`src/shared/uart_sw_pkg.sv`:
```
// Constants, register map and carrier types for the serial port with
// loop-back, single-wire routing and deep-sleep edge wake-up.
// Assumes one module clock and an 8-bit register port with 3-bit address.
package uart_sw_pkg;

  // ----------------------------------------------------------------
  // Register port
  // ----------------------------------------------------------------
  localparam int ADDR_W = 3;
  localparam int DATA_W = 8;

  localparam logic [2:0] OFF_CTRL = 3'h0;
  localparam logic [2:0] OFF_STAT = 3'h1;
  localparam logic [2:0] OFF_DATA = 3'h2;
  localparam logic [2:0] OFF_BAUD = 3'h3;
  localparam logic [2:0] OFF_IRQ_STAT = 3'h4;
  localparam logic [2:0] OFF_IRQ_CLR = 3'h5;
  localparam logic [2:0] OFF_IRQ_EN = 3'h6;

  // ----------------------------------------------------------------
  // Field positions
  // ----------------------------------------------------------------
  localparam int STAT_TX_EMPTY = 0;
  localparam int STAT_TX_DONE = 1;
  localparam int STAT_RX_BUSY = 2;
  localparam int STAT_RX_FULL = 3;
  localparam int STAT_OVERRUN = 4;

  localparam int IRQ_RX_EDGE = 0;
  localparam int IRQ_TX_DONE = 1;
  localparam int IRQ_RX_FULL = 2;
  localparam int IRQ_N = 3;

  // ----------------------------------------------------------------
  // Reset values
  // ----------------------------------------------------------------
  localparam logic [7:0] CTRL_RST = 8'h00;
  localparam logic [7:0] BAUD_RST = 8'h00;
  localparam logic [2:0] IRQ_EN_RST = 3'h0;
  localparam logic [7:0] RDATA_RST = 8'h00;

  // ----------------------------------------------------------------
  // Character timing
  // ----------------------------------------------------------------
  localparam int OVERSAMPLE = 16;
  localparam int SAMPLE_POINT = 8;
  localparam int CHAR_BITS = 8;
  localparam int FRAME_BITS = 10;

  // ----------------------------------------------------------------
  // Carrier types
  // ----------------------------------------------------------------
  typedef struct packed {
    logic [2:0] rsvd;
    logic one_wire_out_dir;
    logic rx_source_sel;
    logic loopback_on;
    logic tx_on;
    logic rx_on;
  } ctrl_t;

  typedef struct packed {
    logic [ADDR_W-1:0] addr;
    logic [DATA_W-1:0] wdata;
    logic wr;
    logic rd;
  } reg_req_t;

endpackage

```
`src/hdl/uart_stop_loop_single_wire.sv`:
```
// Serial port core with deep-sleep edge wake-up, loop and single-wire routing.
// Assumes a power controller raising i_stop_req while the module clock keeps running.
//
// Summary of operation
// - In stop mode the shifters and module logic stand still, apart from the pin synchronisers, edge detector and read data (cleared).
// - Deep sleep leaves every module register but the pin synchronisers, edge detector and read data (cleared) as it was.
// - The receive-line edge detector keeps running through deep sleep.
// - A deep-sleep edge wakes the processor only with rx_edge_irq_en set.
// - After deep sleep the module resumes from its preserved state.
// - With loopback_on, rx_source_sel 0 picks loop mode, 1 single-wire mode.
// - Loop mode feeds the receiver from the transmitter output internally.
// - Single-wire mode ties receiver to transmitter output and serial_out_pin.
// - Single-wire mode releases serial_in_pin to general-purpose use.
// - Single-wire with one_wire_out_dir clear makes serial_out_pin a receiver input.
// - Single-wire with one_wire_out_dir set drives serial_out_pin from the transmitter.
// - With rx_on, a receive-line falling edge sets rx_edge_flag; write 1 clears.
//
// Design decisions made here: the register offsets and strobed register access.
`timescale 1ns/10ps
`default_nettype none
module uart_stop_loop_single_wire
  import uart_sw_pkg::*;
(
  // Clock and reset
  input wire logic i_mclk,
  input wire logic i_rst_b,
  // Register port
  input wire uart_sw_pkg::reg_req_t i_req,
  output logic [uart_sw_pkg::DATA_W-1:0] o_rdata,
  // Power control
  input wire logic i_stop_req,
  output logic o_wake,
  // Serial pins
  input wire logic i_serial_in_pin,
  output logic o_serial_in_release,
  input wire logic i_serial_out_pin,
  output logic o_serial_out,
  output logic o_serial_out_oe_b,
  // Interrupt
  output logic o_irq
);
  import uart_sw_pkg::*;

  typedef enum logic [3:0] {
    RX_IDLE = 4'b0001,
    RX_START = 4'b0010,
    RX_DATA = 4'b0100,
    RX_STOP = 4'b1000
  } rx_state_t;

  ctrl_t ctrl_q;
  logic [7:0] baud_q;
  logic [7:0] baud_cnt_q;
  logic tick;
  logic run;
  logic [7:0] tx_buf_q;
  logic tx_empty_q;
  logic tx_load;
  logic tx_line;
  logic tx_busy;
  logic tx_done;
  logic in_level;
  logic out_level;
  logic rx_in;
  logic rx_prev_q;
  logic rx_fall;
  logic single_wire;
  rx_state_t rx_state_q;
  logic [3:0] rx_tick_q;
  logic [3:0] rx_bit_q;
  logic [7:0] rx_shift_q;
  logic [7:0] rx_data_q;
  logic rx_full_q;
  logic overrun_q;
  logic rx_done;
  logic edge_pend_q;
  logic [IRQ_N-1:0] irq_stat_q;
  logic [IRQ_N-1:0] irq_en_q;
  logic [IRQ_N-1:0] irq_set;
  logic [IRQ_N-1:0] irq_clr;
  logic [7:0] rdata_q;
  logic wr_ok;
  logic rd_ok;

  function automatic logic hit(input logic [ADDR_W-1:0] a, input logic [ADDR_W-1:0] off);
    hit = (a == off);
  endfunction

  // ----------------------------------------------------------------
  // Clock gating and routing
  // ----------------------------------------------------------------
  // Module logic advances only out of stop, so all state but the pin synchronisers, edge detector and read data (cleared to zero) is frozen
  assign run = !i_stop_req;
  assign wr_ok = run && i_req.wr;
  assign rd_ok = run && i_req.rd;
  assign single_wire = ctrl_q.loopback_on && ctrl_q.rx_source_sel;

  uart_pin_sync u_in_sync
  (
    .i_mclk(i_mclk),
    .i_rst_b(i_rst_b),
    .i_pin(i_serial_in_pin),
    .o_level(in_level)
  );

  uart_pin_sync u_out_sync
  (
    .i_mclk(i_mclk),
    .i_rst_b(i_rst_b),
    .i_pin(i_serial_out_pin),
    .o_level(out_level)
  );

  // Receiver source selection
  always_comb
  begin
    if (!ctrl_q.loopback_on)
      rx_in = in_level;
    else if (!ctrl_q.rx_source_sel)
      rx_in = tx_line;
    else if (ctrl_q.one_wire_out_dir)
      rx_in = tx_line;
    else
      rx_in = out_level;
  end

  // Pin drive: loop mode still drives the pin, single-wire follows direction
  assign o_serial_out = tx_line;
  assign o_serial_out_oe_b = single_wire && !ctrl_q.one_wire_out_dir;
  assign o_serial_in_release = single_wire;

  // ----------------------------------------------------------------
  // Baud divider
  // ----------------------------------------------------------------
  assign tick = run && (baud_cnt_q == baud_q);

  always_ff @(posedge i_mclk or negedge i_rst_b)
  begin
    if (!i_rst_b)
      baud_cnt_q <= 8'h00;
    else if (run)
      baud_cnt_q <= (baud_cnt_q == baud_q) ? 8'h00 : baud_cnt_q + 8'h01;
  end

  // ----------------------------------------------------------------
  // Control registers
  // ----------------------------------------------------------------
  always_ff @(posedge i_mclk or negedge i_rst_b)
  begin
    if (!i_rst_b)
    begin
      ctrl_q <= ctrl_t'(CTRL_RST);
      baud_q <= BAUD_RST;
      irq_en_q <= IRQ_EN_RST;
    end
    else if (wr_ok)
    begin
      if (hit(i_req.addr, OFF_CTRL))
        ctrl_q <= ctrl_t'({3'h0, i_req.wdata[4:0]});
      if (hit(i_req.addr, OFF_BAUD))
        baud_q <= i_req.wdata;
      if (hit(i_req.addr, OFF_IRQ_EN))
        irq_en_q <= i_req.wdata[IRQ_N-1:0];
    end
  end

  // ----------------------------------------------------------------
  // Transmit buffer
  // ----------------------------------------------------------------
  assign tx_load = run && !tx_empty_q && !tx_busy && ctrl_q.tx_on;

  always_ff @(posedge i_mclk or negedge i_rst_b)
  begin
    if (!i_rst_b)
    begin
      tx_buf_q <= 8'h00;
      tx_empty_q <= 1'b1;
    end
    else if (run)
    begin
      if (wr_ok && hit(i_req.addr, OFF_DATA))
      begin
        tx_buf_q <= i_req.wdata;
        tx_empty_q <= 1'b0;
      end
      else if (tx_load)
        tx_empty_q <= 1'b1;
    end
  end

  uart_tx_shift u_tx
  (
    .i_mclk(i_mclk),
    .i_rst_b(i_rst_b),
    .i_run(run),
    .i_tick(tick),
    .i_load(tx_load),
    .i_data(tx_buf_q),
    .o_line(tx_line),
    .o_busy(tx_busy),
    .o_done(tx_done)
  );

  // ----------------------------------------------------------------
  // Receiver
  // ----------------------------------------------------------------
  always_ff @(posedge i_mclk or negedge i_rst_b)
  begin
    if (!i_rst_b)
    begin
      rx_state_q <= RX_IDLE;
      rx_tick_q <= 4'h0;
      rx_bit_q <= 4'h0;
      rx_shift_q <= 8'h00;
    end
    else if (run && !ctrl_q.rx_on)
      rx_state_q <= RX_IDLE;
    else if (tick)
    begin
      rx_tick_q <= rx_tick_q + 4'h1;
      unique case (rx_state_q)
        RX_IDLE:
        begin
          rx_tick_q <= 4'h0;
          if (!rx_in)
            rx_state_q <= RX_START;
        end
        RX_START:
          if (rx_tick_q == 4'(SAMPLE_POINT - 1))
          begin
            rx_tick_q <= 4'h0;
            rx_bit_q <= 4'h0;
            rx_state_q <= rx_in ? RX_IDLE : RX_DATA;
          end
        RX_DATA:
          if (rx_tick_q == 4'(OVERSAMPLE - 1))
          begin
            rx_shift_q <= {rx_in, rx_shift_q[7:1]};
            rx_bit_q <= rx_bit_q + 4'h1;
            if (rx_bit_q == 4'(CHAR_BITS - 1))
              rx_state_q <= RX_STOP;
          end
        RX_STOP:
          if (rx_tick_q == 4'(OVERSAMPLE - 1))
            rx_state_q <= RX_IDLE;
      endcase
    end
  end

  // A frame with a low stop bit is dropped
  assign rx_done = tick && ctrl_q.rx_on && (rx_state_q == RX_STOP)
                   && (rx_tick_q == 4'(OVERSAMPLE - 1)) && rx_in;

  // Reading the data register empties it; a new frame wins over that read
  always_ff @(posedge i_mclk or negedge i_rst_b)
  begin
    if (!i_rst_b)
    begin
      rx_data_q <= 8'h00;
      rx_full_q <= 1'b0;
      overrun_q <= 1'b0;
    end
    else if (run)
    begin
      if (rx_done && rx_full_q && !(rd_ok && hit(i_req.addr, OFF_DATA)))
        overrun_q <= 1'b1;
      else if (rx_done)
      begin
        rx_data_q <= rx_shift_q;
        rx_full_q <= 1'b1;
      end
      else if (rd_ok && hit(i_req.addr, OFF_DATA))
      begin
        rx_full_q <= 1'b0;
        overrun_q <= 1'b0;
      end
    end
  end

  // ----------------------------------------------------------------
  // Edge detector and wake-up
  // ----------------------------------------------------------------
  // Runs on the always-on clock so it keeps watching while the core is frozen
  assign rx_fall = rx_prev_q && !rx_in;

  always_ff @(posedge i_mclk or negedge i_rst_b)
  begin
    if (!i_rst_b)
      rx_prev_q <= 1'b1;
    else
      rx_prev_q <= rx_in;
  end

  // Edges in stop are held aside and folded into the flag on exit
  always_ff @(posedge i_mclk or negedge i_rst_b)
  begin
    if (!i_rst_b)
      edge_pend_q <= 1'b0;
    else if (i_stop_req && ctrl_q.rx_on && rx_fall)
      edge_pend_q <= 1'b1;
    else if (run)
      edge_pend_q <= 1'b0;
  end

  assign o_wake = i_stop_req && edge_pend_q && irq_en_q[IRQ_RX_EDGE];

  // ----------------------------------------------------------------
  // Interrupt status
  // ----------------------------------------------------------------
  assign irq_set[IRQ_RX_EDGE] = (ctrl_q.rx_on && rx_fall) || edge_pend_q;
  assign irq_set[IRQ_TX_DONE] = tx_done;
  assign irq_set[IRQ_RX_FULL] = rx_done;
  assign irq_clr = (wr_ok && hit(i_req.addr, OFF_IRQ_CLR)) ? i_req.wdata[IRQ_N-1:0] : '0;

  // Set wins over a clear in the same cycle
  always_ff @(posedge i_mclk or negedge i_rst_b)
  begin
    if (!i_rst_b)
      irq_stat_q <= '0;
    else if (run)
      irq_stat_q <= irq_set | (irq_stat_q & ~irq_clr);
  end

  assign o_irq = |(irq_stat_q & irq_en_q);

  // ----------------------------------------------------------------
  // Read data
  // ----------------------------------------------------------------
  // Status gives software what it must check before requesting stop
  always_ff @(posedge i_mclk or negedge i_rst_b)
  begin
    if (!i_rst_b)
      rdata_q <= RDATA_RST;
    else if (rd_ok)
    begin
      unique case (i_req.addr)
        OFF_CTRL: rdata_q <= ctrl_q;
        OFF_STAT: rdata_q <= {3'h0, overrun_q, rx_full_q, rx_state_q != RX_IDLE,
                              tx_empty_q && !tx_busy, tx_empty_q};
        OFF_DATA: rdata_q <= rx_data_q;
        OFF_BAUD: rdata_q <= baud_q;
        OFF_IRQ_STAT: rdata_q <= {5'h00, irq_stat_q};
        OFF_IRQ_EN: rdata_q <= {5'h00, irq_en_q};
        default: rdata_q <= 8'h00;
      endcase
    end
    else
      rdata_q <= 8'h00;
  end

  assign o_rdata = rdata_q;

endmodule
`default_nettype wire

```
`src/hdl/uart_pin_sync.sv`:
```
// Three-stage synchroniser for a pin level with a two-stage agreement filter.
// Assumes the pin is asynchronous to i_mclk and idles high.
`timescale 1ns/10ps
`default_nettype none
module uart_pin_sync
(
  // Clock and reset
  input wire logic i_mclk,
  input wire logic i_rst_b,
  // Pin and filtered level
  input wire logic i_pin,
  output logic o_level
);

  logic s1_q;
  logic s2_q;
  logic s3_q;
  logic level_q;

  // ----------------------------------------------------------------
  // Stages
  // ----------------------------------------------------------------
  always_ff @(posedge i_mclk or negedge i_rst_b)
  begin
    if (!i_rst_b)
    begin
      s1_q <= 1'b1;
      s2_q <= 1'b1;
      s3_q <= 1'b1;
    end
    else
    begin
      s1_q <= i_pin;
      s2_q <= s1_q;
      s3_q <= s2_q;
    end
  end

  // A change is accepted only once the last two stages agree
  always_ff @(posedge i_mclk or negedge i_rst_b)
  begin
    if (!i_rst_b)
      level_q <= 1'b1;
    else if (s2_q == s3_q)
      level_q <= s3_q;
  end

  assign o_level = level_q;

endmodule
`default_nettype wire

```
`src/hdl/uart_tx_shift.sv`:
```
// Transmit shifter: one start bit, eight data bits LSB first, one stop bit.
// Assumes i_tick is a one-cycle pulse at sixteen times the bit rate.
`timescale 1ns/10ps
`default_nettype none
module uart_tx_shift
  import uart_sw_pkg::*;
(
  // Clock and reset
  input wire logic i_mclk,
  input wire logic i_rst_b,
  // Gating and timing
  input wire logic i_run,
  input wire logic i_tick,
  // Character load
  input wire logic i_load,
  input wire logic [CHAR_BITS-1:0] i_data,
  // Line and status
  output logic o_line,
  output logic o_busy,
  output logic o_done
);

  logic [FRAME_BITS-1:0] shift_q;
  logic [3:0] tick_cnt_q;
  logic [3:0] bit_cnt_q;
  logic busy_q;
  logic done_q;

  // ----------------------------------------------------------------
  // Shifter
  // ----------------------------------------------------------------
  // Idle shifter holds ones so the line rests at mark level
  always_ff @(posedge i_mclk or negedge i_rst_b)
  begin
    if (!i_rst_b)
    begin
      shift_q <= '1;
      tick_cnt_q <= 4'h0;
      bit_cnt_q <= 4'h0;
      busy_q <= 1'b0;
      done_q <= 1'b0;
    end
    else if (i_run)
    begin
      done_q <= 1'b0;
      if (!busy_q && i_load)
      begin
        shift_q <= {1'b1, i_data, 1'b0};
        tick_cnt_q <= 4'h0;
        bit_cnt_q <= 4'h0;
        busy_q <= 1'b1;
      end
      else if (busy_q && i_tick)
      begin
        tick_cnt_q <= tick_cnt_q + 4'h1;
        if (tick_cnt_q == 4'(OVERSAMPLE - 1))
        begin
          shift_q <= {1'b1, shift_q[FRAME_BITS-1:1]};
          bit_cnt_q <= bit_cnt_q + 4'h1;
          if (bit_cnt_q == 4'(FRAME_BITS - 1))
          begin
            busy_q <= 1'b0;
            done_q <= 1'b1;
          end
        end
      end
    end
  end

  assign o_line = shift_q[0];
  assign o_busy = busy_q;
  assign o_done = done_q;

endmodule
`default_nettype wire

```
`config.mk`:
```
export PLATFORM = sky130hd
export DESIGN_NAME = uart_stop_loop_single_wire
export DESIGN_NICKNAME = d
export VERILOG_FILES = /design/src/shared/uart_sw_pkg.sv /design/src/hdl/uart_stop_loop_single_wire.sv /design/src/hdl/uart_pin_sync.sv /design/src/hdl/uart_tx_shift.sv
export SDC_FILE = /design/constraint.sdc
export NUM_CORES = 1
export LEC_CHECK = 0
export BUFFER_PORTS_ARGS = -buffer_cell sky130_fd_sc_hd__buf_2
export CAP_MARGIN = 20
export CORE_MARGIN = 2
export CORE_UTILIZATION = 50
export DETAILED_ROUTE_END_ITERATION = 8
export MAX_ROUTING_LAYER = met4
export PLACE_DENSITY_LB_ADDON = 0.05
export SYNTH_ARGS = -nofsm -noshare
export SYNTH_HDL_FRONTEND = slang
export SYNTH_SLANG_ARGS = --single-unit
```
`constraint.sdc`:
```
create_clock -name i_mclk -period 3 [get_ports i_mclk]
set_clock_uncertainty 0.2 [all_clocks]
set_input_delay 0.6 -clock i_mclk [delete_from_list [all_inputs] [get_ports i_mclk]]
set_output_delay 0.6 -clock i_mclk [all_outputs]
set_load 0.005 [all_outputs]
```
; After elaboration in Yosys (flattened, before gate mapping)
; Index checks and enable logic that the tools add are counted.
[op_classes]
add_sub_neg = 5
n_eq_ne = 28
mux = 45
bitwise = 7
reduce_logical = 60
[ops]
columns = op, n
row1 = 4-bit two-way mux, 15
row2 = 8-bit case mux with 6 select lines, 1
row3 = 10-bit two-way mux, 3
row4 = 1-bit logical AND, 27
row5 = 1-bit two-way mux, 19
row6 = 4-bit by 1-bit adder with 4-bit output (second input constant), 4
row7 = 4-bit equality test (second input constant), 4
row8 = 8-bit two-way mux, 2
row9 = 4-bit case mux with 2 select lines, 2
row10 = 4-bit case mux with 4 select lines, 1
row11 = 2-bit nonzero test, 8
row12 = 3-bit != test (second input constant), 5
row13 = 2-bit AND reduction, 7
row14 = 4-bit by 3-bit equality test with 1-bit output (second input constant), 3
row15 = 3-bit AND reduction, 4
row16 = 3-bit equality test (second input constant), 3
row17 = 8-bit by 1-bit adder with 8-bit output (second input constant), 1
row18 = 8-bit equality test, 1
row19 = 4-bit AND reduction, 2
row20 = 1-bit zero test, 7
row21 = 3-bit bitwise AND, 2
row22 = 3-bit by 2-bit equality test with 1-bit output (second input constant), 2
row23 = 3-bit two-way mux, 2
row24 = 6-bit AND reduction, 1
row25 = other kinds (14), 19
[totals]
register_bits = 104
in_bits = 18

; Longest topological paths before layout
[logic_depth]
depth_word = 10
mapped_depth = 6
ltp_nobuf = 6

; Modules after synthesis
; A second synthesis with hierarchy kept.
[hier_totals]
cells_unflattened = 414
hier_area_um2 = 4971.0
[modules_own_cells]
columns = module, instances, cells_each, area_per_inst_um2
row1 = uart_stop_loop_single_wire, 1, 322, 3812.4
row2 = uart_tx_shift, 1, 82, 925.9
row3 = uart_pin_sync, 2, 5, 116.4

; Worst setup path after synthesis
; Ideal clock, no wire load.
[synth_timing]
path_kind = input -> register
start = in i_stop_req
end = reg rx_shift_q[0]
setup_time_ns = 0.125
arrival_time_ns = 1.965
required_time_ns = 2.675
slack_ns = 0.710
path_stages = 5
path_buffers = 1
cell_sequence = nor4_4 > nand3_2 > or3_1 > buf_6 > mux2_4
[synth_between]
elab_chain_len = 4
elab_cells_between_ends = 5
cone_classes = bitwise (1) / reduce/logical (4)
[synth_rtl]
columns = element, line
row1 = from (decl), uart_stop_loop_single_wire.sv:31  ; input wire logic i_stop_req,
row2 = 1-bit zero test *, uart_stop_loop_single_wire.sv:93  ; assign run = !i_stop_req;
row3 = 1-bit logical AND, uart_stop_loop_single_wire.sv:216  ; else if (run && !ctrl_q.rx_on)
row4 = 1-bit NOT (no source line), --
row5 = 4-bit AND reduction (no source line) *, --
row6 = to (signal assigned), uart_stop_loop_single_wire.sv:238  ; rx_shift_q <= {rx_in, rx_shift_q[7:1]};
row7 = to (decl), uart_stop_loop_single_wire.sv:71  ; logic [7:0] rx_shift_q;
; Every way passes the cells marked *; elsewhere a longest branch is shown, timed or not.
; A chain may end at the register's enable or synchronous reset.

; Worst setup path after layout
[layout_timing]
start = reg baud_q[5]
end = reg rx_shift_q[6]
[layout_between]
elab_chain_len = 3
[layout_rtl]
columns = element, line
row1 = from (decl), uart_stop_loop_single_wire.sv:52  ; logic [7:0] baud_q;
row2 = from (signal assigned), uart_stop_loop_single_wire.sv:161  ; baud_q <= i_req.wdata;
row3 = 8-bit equality test, uart_stop_loop_single_wire.sv:135  ; assign tick = run && (baud_cnt_q == baud_q);
row4 = 1-bit logical AND, uart_stop_loop_single_wire.sv:135
row5 = 4-bit AND reduction (no source line), --
; No other way between the ends.

==> flow_summary.json <==
{
  "cp_slowest_stage_delay_ns": 0.62,
  "rows": 36,
  "critPathKind": "reg2reg",
  "drc": 0,
  "slew-limit-headroom_pct": 58.7,
  "synth_edf_count": 0,
  "critPathMaxFanout": 9,
  "vdd_drop_max_mv": 0.423,
  "path_clk_slew_ns": 0.11,
  "switching_power_mw": 1.05,
  "seq_power_share_pct": 56.0,
  "synthFlopType": "dfrtp_1",
  "p_leak_nw": 2.48,
  "layout-drive-gt1-share_pct": 27.7,
  "top_level_ports": 31,
  "grt_antenna_before_repair": 0,
  "wl_per_cell_um": 16.7,
  "ff_latch_area_sq_mm": 0.00260,
  "core_area_sq_mm": 0.00959,
  "cts_tree": "done",
  "grt_max_degree": 46,
  "nets": 485,
  "startpoint": "baud_q[5]$_DFFE_PN0P_",
  "r2r_slack_ns": 0.53,
  "setup_slack_ns": 0.530,
  "total_power_mw": 3.29,
  "root_buffer": "clkbuf_8",
  "grt_pass1_vias": 3133,
  "first_pass_iters": 4,
  "totalWireLength_um": 10000,
  "cp_slowest_cell": "or3_1",
  "post-route-util_pct": 56.3,
  "syn_inst": 427,
  "postRouteAntennaNets": 0,
  "fmax_mhz": 405,
  "r2r-start": "baud_q[5]$_DFFE_PN0P_",
  "slew_violations": 0,
  "via_per_inst": 5.51,
  "crit_end": "rx_shift_q[6]$_DFFE_PN0P_",
  "pwr-share-clk_pct": 25.7,
  "fin_crit_ns": 2.47,
  "hold_buffers": 1,
  "rsz0062_at_grt": "no",
  "tns_ns": 0,
  "r2r_end": "rx_shift_q[6]$_DFFE_PN0P_",
  "nFillCells": 876,
  "p_int_mw": 2.24,
  "fp.dieW_um": 103,
  "p_comb_share_pct": 18.3,
  "yosysWarnings": 0,
  "hp-class": "in2reg",
  "synthesis.area_sq_mm": 0.00487,
  "globalplace.congestion": 0.852,
  "crit_path_end_kind": "flop",
  "finalSetupViolations": 0,
  "async_flop_share_pct": 100,
  "outcome": "completed",
  "worstMarginPinSlew_ns": 0.617,
  "cts_max_path_buffers": 2,
  "vias": 3300,
  "swShare_pct": 31.8,
  "place_hpwl_um": 7220,
  "synth_cell_types": 61,
  "synth_nets": 451,
  "syn_avg_cell_area_sq_um": 11.4,
  "drv_cap": 0,
  "yosysSeqAreaShare_pct": 53.4,
  "die_area_sq_mm": 0.0105,
  "grt_overflow": 0,
  "htree_num_levels": 3,
  "numClockSinks": 103,
  "synth-seq-cells": 103,
  "crit_required_ns": 3.06,
  "start_kind": "flop",
  "diodes": 0,
  "syn2layout_area_growth_pct": 10.9,
  "critPathArrivalTime_ns": 2.53,
  "start_util_pct": 50.8,
  "drtIter0Drc": 134,
  "r2r_cells": 5,
  "pre_cts_ws_ns": 0.497,
  "post_cts_buffers": 0,
  "die_h_um": 103,
  "path_cells": "xor2_1, nor3_4, nand3_2, or3_1, mux2_4",
  "grt_usage_pct": 21.1,
  "pwr_density_cell_mw_per_mm2": 609,
  "cts.repair.resized": 0,
  "multiInputGateArea_sq_mm": 0.00217,
  "period_share_pct": 82.3,
  "port_buffers": 30,
  "clock_latency_ns": 0.37,
  "hold_viol_final": 0,
  "grt_pass1_wl_um": 16400,
  "cts_buffers": 9
}
## metal layers
layer / up-vias / part of all wire [%] / global-route usage, % / wire [um]
li1: 1601 / - / - / -
met1: 1634 / 50 / 30.8 / 4970
met2: 53 / 46 / 30.6 / 4570
met3: 12 / 3.8 / 3.46 / 381
met4: 0 / 1.1 / 5.85 / 115
met5: - / 0 / - / 0
## placed cells by master, fill, tap and decap left out, types with 3 or more instances in the layout
master,n
a21oi_1,10
buf_4,9
inv_6,3
nor2_1,26
o22a_1,3
nor2b_1,6
buf_2,29
or3_1,7
xor2_1,15
mux2_2,34
nand2b_1,7
nand2_1,42
and2_1,4
dfrtp_1,83
nand3_1,17
ha_1,6
dfstp_2,20
clkbuf_8,9
nand3b_1,6
and3_1,5
nand4_1,10
o21a_1,3
o21ai_0,31
mux2_4,8
mux2i_1,13
a211oi_1,3
o31ai_1,3
inv_1,8
## logic make-up (layout without fill, tap and decap cells)
family | after synthesis | count (layout) | share of synthesized area, %
and+or+nand+nor | 152 | 152 | 17.2
DFF | 103 | 103 | 53.4
AOI/OAI and AO/OA | 66 | 66 | 8.48
muxes | 57 | 57 | 13.9
buffers and inverters | 25 | 64 | 2.13
xor gates and xnor gates | 16 | 16 | 2.88
adders and majority gates | 8 | 8 | 1.95
## power groups by stage
stage          sequential, mW  combinational, mW  clock [mW]
2_1_floorplan            1.79              0.448           0
4_1_cts                  1.85              0.608       0.888
6_report                 1.84              0.601       0.844
3_3_place_gp             1.87              0.598           0
5_1_grt                  1.88              0.679       0.927
3_5_place_dp             1.87              0.604           0
## critical path, delay by kind of cell, from the launching register on
family	cells	cell delay (ns)
flip-flops	1	0.44
XOR/XNOR	1	0.20
AND/OR/NAND/NOR	3	1.13
multiplexers	1	0.37
## flip-flops by register name, indices dropped and copies added (netlist names), 3 cells and up
name,cells
baud_cnt_q,8
ctrl_q,5
rx_data_q,8
irq_en_q,3
rx_state_q,4
u_tx.bit_cnt_q,4
irq_stat_q,3
u_tx.tick_cnt_q,4
rx_tick_q,4
u_tx.shift_q,9
rx_shift_q,8
baud_q,8
tx_buf_q,8
rx_bit_q,4
o_rdata,8
## synth_stat cells (3+ instances only)
cell type	instances	area share, %
buf_1	3	0.23
o21a_1	3	0.46
dfstp_2	20	11
ha_1	6	1.5
clkbuf_1	11	0.85
mux2_4	8	2.5
o22a_1	3	0.54
nand2b_1	7	0.90
dfrtp_1	83	43
and3_1	5	0.64
mux2_2	34	7.9
a21oi_1	10	1.0
nor2b_1	6	0.77
inv_1	8	0.62
o21ai_0	31	3.2
nor2_1	26	2.0
nand2_1	42	3.2
xor2_1	15	2.7
or3_1	7	0.90
o31ai_1	3	0.46
and2_1	4	0.51
mux2i_1	13	2.7
nand3b_1	6	0.92
nand3_1	17	1.7
nand4_1	10	1.3
a211oi_1	3	0.46
## worst min-delay path by stage
stage	slack, ns	cells after the start	start	endpoint
after floorplan	0.10	0	i_rst_b	baud_cnt_q[0]$_DFFE_PN0N_
after global placement	0.15	0	u_out_sync.s1_q$_DFF_PN1_	u_out_sync.s2_q$_DFF_PN1_
after detailed placement	0.15	0	u_out_sync.s1_q$_DFF_PN1_	u_out_sync.s2_q$_DFF_PN1_
after CTS	0.08	1	i_serial_out_pin	u_out_sync.s1_q$_DFF_PN1_
after global routing	0.09	1	i_serial_in_pin	u_in_sync.s1_q$_DFF_PN1_
final	0.11	1	i_serial_in_pin	u_in_sync.s1_q$_DFF_PN1_
## final cells by class
class / count / area share, %
flip-flops and latches: 103 / 48.2
well taps: 133 / 3.08
repair buffers: 40 / 4.49
inverters: 8 / 0.556
multi-input cells: 299 / 40.2
clock buffers: 9 / 2.29
clock inverters: 7 / 1.20
## stage by stage
step	hold WS, ns	instance area [sq um]	std cells
2_1_floorplan	0.104	4870	427
3_3_place_gp	0.147	5200	582
3_5_place_dp	0.147	5200	582
4_1_cts	0.0837	5400	599
5_1_grt	0.0885	5400	599
6_report	0.108	5400	599
Power figures use the tool's default switching activity.
